--- src/hw/haptic_pkg.sv ---
// constants, register map and carrier types of the haptic mode and calibration control
// Operation
// - Writing 0x07 to mode register leaves standby and selects calibration mode.
// - Writing 0x01 to go register starts calibration; go clears itself on completion.
// - Calibration completion overwrites the result registers with newly computed values; the control writes them only when the run ends without a fault.
// - Linear-resonant-only calibration inputs are ignored while rotating-mass type is selected.
// - Status fault flag tells whether calibration finished without faults.
// - Register contents, including results, persist through standby and enable low.
// - Fuse storage behind 0x16 to 0x1A programs once; later attempts are ignored.
// - Writing 0x01 to 0x1E programs fuses; programmed status then always reads 1.
// - Power cycle or soft reset reloads 0x16 to 0x1A from programmed fuses.
// - Open loop: clamp is full scale, mid-scale is zero, below mid-scale negative.
// - Negative drive reverses a rotating mass, inverts phase of a resonant actuator.
// - Realtime byte is signed two's complement or unsigned per the format bit.
// - Closed loop uses rated level as full scale, never exceeding the clamp.
// - Closed-loop bidirectional treats inputs below mid-scale as zero drive.
// - Closed-loop bidirectional interpretation is the default after power-up.
// - Mode 5 drives continuously at the realtime amplitude, following each update.
// - Mode 3 with analog select set drives from the analog input level.
// - Analog level maps linearly to 0 to 100 percent, half scale at 50 percent.
// - Mode 3 with analog select clear drives from the input pin duty cycle.
package haptic_pkg;
    localparam int DATA_W = 8;
    // register offsets
    localparam logic [7:0] REG_STATUS = 8'h00;
    localparam logic [7:0] REG_MODE = 8'h01;
    localparam logic [7:0] REG_RTP = 8'h02;
    localparam logic [7:0] REG_GO = 8'h0C;
    localparam logic [7:0] REG_RATED = 8'h16;
    localparam logic [7:0] REG_CLAMP = 8'h17;
    localparam logic [7:0] REG_COMP = 8'h18;
    localparam logic [7:0] REG_BEMF = 8'h19;
    localparam logic [7:0] REG_FEEDBACK = 8'h1A;
    localparam logic [7:0] REG_CTRL2 = 8'h1C;
    localparam logic [7:0] REG_CTRL3 = 8'h1D;
    localparam logic [7:0] REG_FUSE = 8'h1E;
    // fuse-backed bank 0x16..0x1A
    localparam int FUSE_WORDS = 5;
    localparam logic [2:0] BANK_RATED = 3'h0;
    localparam logic [2:0] BANK_CLAMP = 3'h1;
    localparam logic [2:0] BANK_COMP = 3'h2;
    localparam logic [2:0] BANK_BEMF = 3'h3;
    localparam logic [2:0] BANK_FEEDBACK = 3'h4;
    // field positions
    localparam int MODE_RESET_BIT = 7;
    localparam int MODE_STANDBY_BIT = 6;
    localparam int STATUS_FAULT_BIT = 3;
    localparam int GO_BIT = 0;
    localparam int FB_TYPE_BIT = 7;
    localparam int CTRL2_BIDIR_BIT = 7;
    localparam int CTRL3_FORMAT_BIT = 3;
    localparam int CTRL3_ANALOG_BIT = 1;
    localparam int CTRL3_OPEN_LOOP_BIT = 0;
    localparam int FUSE_STATUS_BIT = 2;
    localparam int FUSE_PROG_BIT = 0;
    // reset values
    localparam logic [7:0] MODE_RST = 8'h40;
    localparam logic [7:0] RTP_RST = 8'h00;
    localparam logic [7:0] RATED_RST = 8'h3E;
    localparam logic [7:0] CLAMP_RST = 8'h8C;
    localparam logic [7:0] COMP_RST = 8'h0C;
    localparam logic [7:0] BEMF_RST = 8'h6C;
    localparam logic [7:0] FEEDBACK_RST = 8'h36;
    localparam logic [7:0] CTRL2_RST = 8'hF5;
    localparam logic [7:0] CTRL3_RST = 8'hA0;
    localparam logic [7:0] FUSE_RST = 8'h20;
    localparam logic [2:0] DEVICE_ID = 3'h1; // arbitrary identity value
    localparam logic [7:0] MID_SCALE = 8'h80;
    localparam logic [7:0] FULL_SCALE = 8'hFF;
    // timing: one calibration step per duration code increment
    localparam int CLK_HZ = 25_000_000;
    localparam int CAL_STEP_MS = 250;
    localparam int CAL_STEP_CYCLES = CAL_STEP_MS * (CLK_HZ / 1000);
    localparam int PWM_WINDOW = 255;

    typedef enum logic [2:0] {
        MODE_INTERNAL = 3'b000,
        MODE_EDGE = 3'b001,
        MODE_LEVEL = 3'b010,
        MODE_INPUT = 3'b011,
        MODE_AUDIO = 3'b100,
        MODE_REALTIME = 3'b101,
        MODE_DIAG = 3'b110,
        MODE_CALIBRATE = 3'b111
    } mode_e;

    typedef enum logic [1:0] {
        CAL_IDLE = 2'b00,
        CAL_RUN = 2'b01,
        CAL_DONE = 2'b10
    } cal_state_e;

    typedef struct packed {
        logic wr;
        logic rd;
        logic [7:0] addr;
        logic [7:0] data;
    } reg_req_s;

    typedef struct packed {
        logic active;
        logic [7:0] level;
        logic reverse;
        logic phase_invert;
    } drive_s;
endpackage

--- src/hw/pwm_duty_meter.sv ---
// duty-cycle meter for the input pin in pwm mode
`timescale 1ns/1ns
module pwm_duty_meter import haptic_pkg::*; #(
    parameter int WIDTH = DATA_W,
    parameter int WINDOW = PWM_WINDOW
) (
    input wire logic ref_clk,
    input wire logic nrst,
    input wire logic pwm_in,
    output logic [WIDTH-1:0] duty
);
    if (WINDOW < 1 || WINDOW > (2 ** WIDTH) - 1) begin : g_bad_window
        $error("pwm window does not fit the duty width");
    end

    logic [WIDTH-1:0] win_cnt;
    logic [WIDTH-1:0] high_cnt;

    // window counter; a window of full-scale cycles makes 100 percent read all ones
    always_ff @(posedge ref_clk) begin
        if (!nrst) begin
            win_cnt <= '0;
        end else if (win_cnt == WIDTH'(WINDOW - 1)) begin
            win_cnt <= '0;
        end else begin
            win_cnt <= win_cnt + 1'b1;
        end
    end

    // high-time count, sampled into duty at the window end
    always_ff @(posedge ref_clk) begin
        if (!nrst) begin
            high_cnt <= '0;
            duty <= '0;
        end else if (win_cnt == WIDTH'(WINDOW - 1)) begin
            high_cnt <= '0;
            duty <= high_cnt + WIDTH'(pwm_in);
        end else begin
            high_cnt <= high_cnt + WIDTH'(pwm_in);
        end
    end
endmodule

--- src/hw/haptic_control.sv ---
// register file, calibration, fuse store and drive interpretation of the haptic driver
`timescale 1ns/1ns
module haptic_control import haptic_pkg::*; #(
    parameter int STEP_CYCLES = CAL_STEP_CYCLES
) (
    input wire logic ref_clk,
    input wire logic nrst,
    input wire logic enable,
    input wire reg_req_s reg_req,
    output logic [7:0] rdata,
    input wire logic input_trigger_pin,
    input wire logic [7:0] analog_level,
    input wire logic fuse_erase,
    output drive_s drive,
    output logic [7:0] drive_ceiling
);
    if (STEP_CYCLES < 1) begin : g_bad_step
        $error("calibration step must be at least one cycle");
    end

    localparam int STEP_W = $clog2(STEP_CYCLES + 1);

    // address inside the fuse-backed bank
    function automatic logic in_bank(input logic [7:0] a);
        return (a >= REG_RATED) && (a <= REG_FEEDBACK);
    endfunction

    function automatic logic [2:0] bank_index(input logic [7:0] a);
        return 3'(a - REG_RATED);
    endfunction

    // doubles a half-scale magnitude, saturating at full scale
    function automatic logic [7:0] sat_double(input logic [7:0] x);
        return (x >= MID_SCALE) ? FULL_SCALE : {x[6:0], 1'b0};
    endfunction

    // fraction x/256 of a reference level
    function automatic logic [7:0] scale(input logic [7:0] x, input logic [7:0] ref_level);
        logic [15:0] prod;
        prod = 16'(x) * 16'(ref_level);
        return prod[15:8];
    endfunction

    logic soft_rst;
    logic do_reset;
    logic reload_pend;
    logic [2:0] mode;
    logic standby;
    logic [7:0] realtime_playback;
    logic [7:0] ctrl2;
    logic [7:0] ctrl3;
    logic [7:4] fuse_cfg;
    logic [7:0] cfg [FUSE_WORDS];
    logic [7:0] fuse_bank [FUSE_WORDS];
    logic fuse_done;
    logic go_flag;
    logic fault;
    cal_state_e cal_state;
    logic [STEP_W-1:0] step_cnt;
    logic [1:0] steps_left;
    logic [7:0] pwm_duty;

    assign do_reset = !nrst || soft_rst;

    logic wr_mode;
    logic fuse_prog_req;
    logic cal_start;
    logic is_lra;
    assign wr_mode = reg_req.wr && reg_req.addr == REG_MODE;
    assign fuse_prog_req = reg_req.wr && reg_req.addr == REG_FUSE && reg_req.data[FUSE_PROG_BIT];
    assign is_lra = cfg[BANK_FEEDBACK][FB_TYPE_BIT];
    assign cal_start = reg_req.wr && reg_req.addr == REG_GO && reg_req.data[GO_BIT]
        && cal_state == CAL_IDLE && mode == MODE_CALIBRATE && !standby && enable;

    // soft reset: one-cycle pulse that resets the whole register file
    always_ff @(posedge ref_clk) begin
        if (!nrst) begin
            soft_rst <= 1'b0;
        end else begin
            soft_rst <= wr_mode && reg_req.data[MODE_RESET_BIT] && !soft_rst;
        end
    end

    // reload request for the cycle after any reset
    always_ff @(posedge ref_clk) begin
        reload_pend <= do_reset;
    end

    // plain control registers; standby gates drive and calibration, contents persist
    always_ff @(posedge ref_clk) begin
        if (do_reset) begin
            mode <= MODE_RST[2:0];
            standby <= MODE_RST[MODE_STANDBY_BIT];
            realtime_playback <= RTP_RST;
            ctrl2 <= CTRL2_RST;
            ctrl3 <= CTRL3_RST;
            fuse_cfg <= FUSE_RST[7:4];
        end else if (reg_req.wr) begin
            case (reg_req.addr)
                REG_MODE: begin
                    mode <= reg_req.data[2:0];
                    standby <= reg_req.data[MODE_STANDBY_BIT];
                end
                REG_RTP: realtime_playback <= reg_req.data;
                REG_CTRL2: ctrl2 <= reg_req.data;
                REG_CTRL3: ctrl3 <= reg_req.data;
                REG_FUSE: fuse_cfg <= reg_req.data[7:4];
                default: ;
            endcase
        end
    end

    // non-volatile store: survives every reset, cleared only by factory erase
    always_ff @(posedge ref_clk) begin
        if (fuse_erase) begin
            fuse_done <= 1'b0;
            for (int i = 0; i < FUSE_WORDS; i++) begin
                fuse_bank[i] <= '0;
            end
        end else if (fuse_prog_req && !fuse_done && !do_reset) begin
            fuse_done <= 1'b1;
            for (int i = 0; i < FUSE_WORDS; i++) begin
                fuse_bank[i] <= cfg[i];
            end
        end
    end

    // calibration results; the erm type zeroes every resonant-only term
    logic [7:0] lra_adj;
    logic [7:0] next_bemf;
    logic [7:0] next_comp;
    logic cal_fault_now;
    always_comb begin
        lra_adj = is_lra ? {2'b00, ctrl2[5:0]} : 8'h00;
        next_bemf = 8'(cfg[BANK_CLAMP] - cfg[BANK_RATED] + lra_adj);
        next_comp = 8'(COMP_RST + {5'b0, cfg[BANK_FEEDBACK][6:4]});
        cal_fault_now = cfg[BANK_RATED] == 8'h00 || cfg[BANK_RATED] > cfg[BANK_CLAMP]
            || standby || !enable;
    end

    // fuse-backed bank: reset defaults, then reload, then writes and results
    always_ff @(posedge ref_clk) begin
        if (do_reset) begin
            cfg[BANK_RATED] <= RATED_RST;
            cfg[BANK_CLAMP] <= CLAMP_RST;
            cfg[BANK_COMP] <= COMP_RST;
            cfg[BANK_BEMF] <= BEMF_RST;
            cfg[BANK_FEEDBACK] <= FEEDBACK_RST;
        end else if (reload_pend && fuse_done) begin
            for (int i = 0; i < FUSE_WORDS; i++) begin
                cfg[i] <= fuse_bank[i];
            end
        end else begin
            if (reg_req.wr && in_bank(reg_req.addr)) begin
                cfg[bank_index(reg_req.addr)] <= reg_req.data;
            end
            // results written last so they win over a same-cycle write
            if (cal_state == CAL_DONE && !cal_fault_now) begin
                cfg[BANK_COMP] <= next_comp;
                cfg[BANK_BEMF] <= next_bemf;
                cfg[BANK_FEEDBACK][1:0] <= cfg[BANK_FEEDBACK][3:2];
            end
        end
    end

    // calibration sequencer: duration code + 1 steps
    always_ff @(posedge ref_clk) begin
        if (do_reset) begin
            cal_state <= CAL_IDLE;
            step_cnt <= '0;
            steps_left <= '0;
        end else begin
            case (cal_state)
                CAL_IDLE: begin
                    if (cal_start) begin
                        cal_state <= CAL_RUN;
                        step_cnt <= STEP_W'(STEP_CYCLES - 1);
                        steps_left <= fuse_cfg[5:4];
                    end
                end
                CAL_RUN: begin
                    // dropping to standby or enable low cuts the run short as a fault
                    if (standby || !enable) begin
                        cal_state <= CAL_DONE;
                    end else if (step_cnt != '0) begin
                        step_cnt <= step_cnt - 1'b1;
                    end else if (steps_left != 2'b00) begin
                        step_cnt <= STEP_W'(STEP_CYCLES - 1);
                        steps_left <= steps_left - 1'b1;
                    end else begin
                        cal_state <= CAL_DONE;
                    end
                end
                CAL_DONE: cal_state <= CAL_IDLE;
                default: cal_state <= CAL_IDLE;
            endcase
        end
    end

    // go flag: high from launch through the done cycle, then self-clears
    always_ff @(posedge ref_clk) begin
        if (do_reset) begin
            go_flag <= 1'b0;
        end else if (cal_start) begin
            go_flag <= 1'b1;
        end else if (cal_state == CAL_DONE) begin
            go_flag <= 1'b0;
        end
    end

    // fault flag holds the outcome of the last calibration
    always_ff @(posedge ref_clk) begin
        if (do_reset) begin
            fault <= 1'b0;
        end else if (cal_state == CAL_DONE) begin
            fault <= cal_fault_now;
        end
    end

    // read data, one cycle after the read strobe; unmapped offsets read zero
    logic [7:0] next_rdata;
    always_comb begin
        case (reg_req.addr)
            REG_STATUS: next_rdata = {DEVICE_ID, 1'b0, fault, 3'b000};
            REG_MODE: next_rdata = {1'b0, standby, 3'b000, mode};
            REG_RTP: next_rdata = realtime_playback;
            REG_GO: next_rdata = {7'h00, go_flag};
            REG_CTRL2: next_rdata = ctrl2;
            REG_CTRL3: next_rdata = ctrl3;
            REG_FUSE: next_rdata = {fuse_cfg, 1'b0, fuse_done, 2'b00};
            default: next_rdata = in_bank(reg_req.addr) ? cfg[bank_index(reg_req.addr)] : 8'h00;
        endcase
    end

    always_ff @(posedge ref_clk) begin
        if (do_reset) begin
            rdata <= 8'h00;
        end else if (reg_req.rd) begin
            rdata <= next_rdata;
        end
    end

    pwm_duty_meter #(
        .WIDTH(DATA_W),
        .WINDOW(PWM_WINDOW)
    ) u_duty (
        .ref_clk(ref_clk),
        .nrst(nrst),
        .pwm_in(input_trigger_pin),
        .duty(pwm_duty)
    );

    // source selection and data-format interpretation
    logic [7:0] src;
    logic [7:0] u;
    logic neg;
    logic [7:0] mag;
    logic [7:0] lvl;
    drive_s next_drive;
    always_comb begin
        // analog code 0..255 spans 0..100 percent, half scale at code 0x80
        if (mode == MODE_REALTIME) begin
            src = realtime_playback;
        end else if (ctrl3[CTRL3_ANALOG_BIT]) begin
            src = analog_level;
        end else begin
            src = pwm_duty;
        end
        // signed realtime data moves to offset binary so mid-scale means zero
        u = (mode == MODE_REALTIME && !ctrl3[CTRL3_FORMAT_BIT]) ? (src ^ MID_SCALE) : src;
        neg = 1'b0;
        mag = 8'h00;
        lvl = 8'h00;
        if (ctrl3[CTRL3_OPEN_LOOP_BIT]) begin
            neg = u < MID_SCALE;
            mag = neg ? 8'(MID_SCALE - u) : 8'(u - MID_SCALE);
            lvl = scale(sat_double(mag), cfg[BANK_CLAMP]);
        end else if (ctrl2[CTRL2_BIDIR_BIT]) begin
            mag = (u > MID_SCALE) ? 8'(u - MID_SCALE) : 8'h00;
            lvl = scale(sat_double(mag), cfg[BANK_RATED]);
        end else begin
            lvl = scale(u, cfg[BANK_RATED]);
        end
        // clamp has priority over the rated level
        if (lvl > cfg[BANK_CLAMP]) begin
            lvl = cfg[BANK_CLAMP];
        end
        next_drive.active = enable && !standby && cal_state == CAL_IDLE
            && (mode == MODE_REALTIME || mode == MODE_INPUT);
        next_drive.level = next_drive.active ? lvl : 8'h00;
        next_drive.reverse = next_drive.active && neg && !is_lra;
        next_drive.phase_invert = next_drive.active && neg && is_lra;
    end

    // drive outputs registered, so an amplitude write shows one cycle later
    always_ff @(posedge ref_clk) begin
        if (do_reset) begin
            drive <= '0;
            drive_ceiling <= CLAMP_RST;
        end else begin
            drive <= next_drive;
            drive_ceiling <= cfg[BANK_CLAMP];
        end
    end
endmodule

--- config.mk ---
export PLATFORM = sky130hd
export DESIGN_NAME = haptic_control
export DESIGN_NICKNAME = d
export VERILOG_FILES = /design/src/hw/haptic_pkg.sv /design/src/hw/pwm_duty_meter.sv /design/src/hw/haptic_control.sv
export SDC_FILE = /design/constraint.sdc
export NUM_CORES = 1
export LEC_CHECK = 0
export CAP_MARGIN = 40
export CORE_UTILIZATION = 66
export DETAILED_ROUTE_END_ITERATION = 10
export DONT_BUFFER_PORTS = 1
export GPL_TIMING_DRIVEN = 0
export HOLD_SLACK_MARGIN = 0.02
export PLACE_DENSITY_LB_ADDON = 0.05
export SLEW_MARGIN = 30
export SYNTH_ARGS = -nofsm -noshare
export SYNTH_HDL_FRONTEND = slang
export SYNTH_SLANG_ARGS = --single-unit
--- constraint.sdc ---
create_clock -name ref_clk -period 8.4 [get_ports ref_clk]
set_input_delay 0.42 -clock ref_clk [delete_from_list [all_inputs] [get_ports ref_clk]]
set_output_delay 0.42 -clock ref_clk [all_outputs]
set_load 0.01 [all_outputs]
==> impl_metrics.ini <==
[timing]
finalHoldViolations = 0
whs_ns = 0.0625
finalMaxSlewViolations = 0
fin_ws_ns = 0.281
finalCritPeriodShare = 0.966
relSlewSlack = 0.423
finalClockSkew_ns = 0.0294
period_needed_ns = 8.12
fmax_mhz = 123
tightest_slew_ns = 0.866
setup_viol = 0

[worst_setup_path]
reg2reg_to = drive[2]
critPathBufInv = 7
worstPathArrival_ns = 8.57
regToRegSetupSlack_ns = 0.28
cp.required_ns = 8.85
crit_end = drive[2]
cpLargestDelayFamily = adder cells
rr_worst_depth = 36
slowest_delay_ns = 0.54
critPathLaunch = ctrl3[1]
worstReg2RegStart = ctrl3[1]
critical_path_depth = 36
cpMaxStageDelayCell = fa_1
path_max_fanout = 10
cp-end-kind = register
path_common_cell = inv_1
path_class = register to register
critPathLaunchType = register

[power]
cell_internal_pwr_uw = 1840
switching_power_uw = 698
p_clk_frac = 0.403
leakage_uw = 0.00796
swShare = 0.275
seq_power_share = 0.449
powerDensity_mw_per_mm2 = 141
ir_drop_mv = 0.248
share_comb_of_total_power = 0.149

[floorplan]
rows = 57
die_y_um = 161
io_pins = 58
start_util = 0.678
die_width_um = 161
die-area_sq_mm = 0.0258
core_sq_mm = 0.0245

[placed_design]
port_buffers = 0
place.gp.congestion = 0.956
dp_slack_ns = -0.121
dp_hpwl_um = 34700
place_area_sq_mm = 0.0171
dp_cells = 2053

[synth]
synth_area_sq_mm = 0.0166
ys_ff_latch = 219
synth_top_area_frac = 0.183
syn_inst = 1720
ys_seq_area_frac = 0.325
yosysWarnings = 0
async_flop_share = 0
ys_types = 79
yosys_most_used_dff = dfxtp_1
synth_edf_count = 101
synth.avg_cell_area_sq_um = 9.65
yosys-top-cells-count = inv_1, nand2_1, ha_1
synthMostInstantiatedCell = inv_1
synthTopCellsByArea = edfxtp_1, dfxtp_1, fa_1
yosysTopAreaCell = edfxtp_1

[detailed_routing]
antenna_left = 0
routed_via_density = 6.36
drc = 0
routed_wl_um = 46300
initialDrtViolationCount = 1603
dr.pass1.iters = 5
wl_per_cell_um = 22.0
vias = 13400

[clocking]
cts_buffers = 24
cts_tree = built
cts_max_level = 1
clk_latency_ns = 0.56
cts.sinks = 219
clk_path_buf_depth = 3
ctsRootBufferMaster = clkbuf_16
path_clk_slew_ns = 0.07

[grt]
grt_overflow = 0
grt_pass1_vias = 13400
grt_max_degree = 41
grt_pass1_wl_um = 72600
grt_usage = 0.366
antenna_found_initial = 0

[final_layout]
design_area_sq_mm = 0.0180
area_delta_synth_final_pct = 8.54
nNetsFinal = 2044
fin_cells = 2110
seq_area_sq_mm = 0.00540
num-fill-cells = 1803
multi_input_area_sq_mm = 0.0103
drive_gt1_frac = 0.0683

[outcome]
status = finished, final reports clean

[min_path]
min_path_type = input port to register
min_path_cells = 1

[flow_run]
maxCapViolCount = 0
flip-flops by register name, indices dropped and copies added (netlist names), 2 cells and up:
signal and cells:
drive_ceiling 8, rdata 8, u_duty.win_cnt 8, ctrl3 8, steps_left 2, mode 3
cal_state 2, cfg 64, fuse_bank 40, drive 11, fuse_cfg 4, step_cnt 23
u_duty.high_cnt 8, ctrl2 8, realtime_playback 8, u_duty.duty 8
layer usage:
| metal | part of all wire | track usage |
|---|---|---|
| met5 | 0 | 0 |
| met4 | 0.044 | 0.151 |
| met3 | 0.11 | 0.0718 |
| met2 | 0.45 | 0.581 |
| met1 | 0.39 | 0.493 |
layout make-up:
cell class	instances	share of cell area
multi-input cells	1252	0.573
plain buffers	72	0.0164
diodes	1	0.000139
well taps	324	0.0225
clock buffers	34	0.0373
clock inverters	10	0.00458
repair buffers	18	0.00868
inverters	180	0.0375
flip-flops and latches	219	0.300
cells by family (layout without fill, tap and decap cells):
family | after synthesis | in the layout | synth area share
multiplexers | 66 | 66 | 0.0524
adder cells (fa/ha/maj) | 246 | 246 | 0.236
AND/OR/NAND/NOR | 612 | 612 | 0.188
AO/OA/AOI/OAI | 266 | 266 | 0.110
buffers and inverters | 253 | 314 | 0.0582
XOR/XNOR | 56 | 56 | 0.0296
other | 2 | 7 | 0.000452
flip-flops | 219 | 219 | 0.325
power groups by stage:
stage | Combinational [uW] | Clock (uW) | Sequential, uW
global placement | 342 | 0 | 1160
floorplan | 269 | 0 | 1160
CTS | 361 | 1020 | 1140
global route | 418 | 1070 | 1140
detailed placement | 350 | 0 | 1160
finish | 378 | 1020 | 1140
cell usage in the layout (no fill, tap or decap), drive strengths merged, types with 9 or more instances in the layout:
master / Yosys / final
o22a: 12 / 12
inv: 177 / 179
nor2b: 18 / 18
edfxtp: 101 / 101
clkinv: 3 / 9
and3: 42 / 42
clkbuf: 60 / 94
or4: 13 / 13
xor2: 28 / 28
ha: 135 / 135
o21ai: 49 / 49
buf: 13 / 22
a21oi: 66 / 66
a22oi: 11 / 11
nor2: 122 / 122
and2: 97 / 97
nand2: 159 / 159
nand3: 57 / 57
a31oi: 10 / 10
mux4: 16 / 16
o21a: 12 / 12
a21o: 10 / 10
dfxtp: 118 / 118
mux2i: 43 / 43
xnor2: 28 / 28
fa: 111 / 111
o211a: 14 / 14
a22o: 21 / 21
or3: 14 / 14
nand2b: 14 / 14
nor3: 47 / 47
stage by stage:
step	setup TNS, ns	power (uW)	utilization
after floorplan	0	1430	-
after detailed placement	-0.647	1510	0.697
final	0	2540	0.736
after CTS	0	2520	0.732
after global routing	-0.0456	2630	0.736
after global placement	-3.18	1510	0.696
how the worst min path moves through the flow:
stage                      start                 to  slack, ns
3_3_place_gp   u_duty.win_cnt[0]  u_duty.win_cnt[0]       0.44
5_1_grt               fuse_erase    fuse_bank[0][0]       0.06
4_1_cts               fuse_erase    fuse_bank[0][0]       0.06
2_1_floorplan  u_duty.win_cnt[0]  u_duty.win_cnt[0]       0.43
3_5_place_dp            ctrl3[2]           ctrl3[2]       0.45
6_report              fuse_erase    fuse_bank[0][0]       0.06
repair_timing:
item	4_1_cts	5_1_grt
gates resized for setup	3	26
setup buffers	0	1
pin swaps	0	2
hold endpoints to repair	24	0
cloned	0	0
hold buffers	8	0
endpoints found under the setup margin	8	8
(Power assumes the default switching activity.)
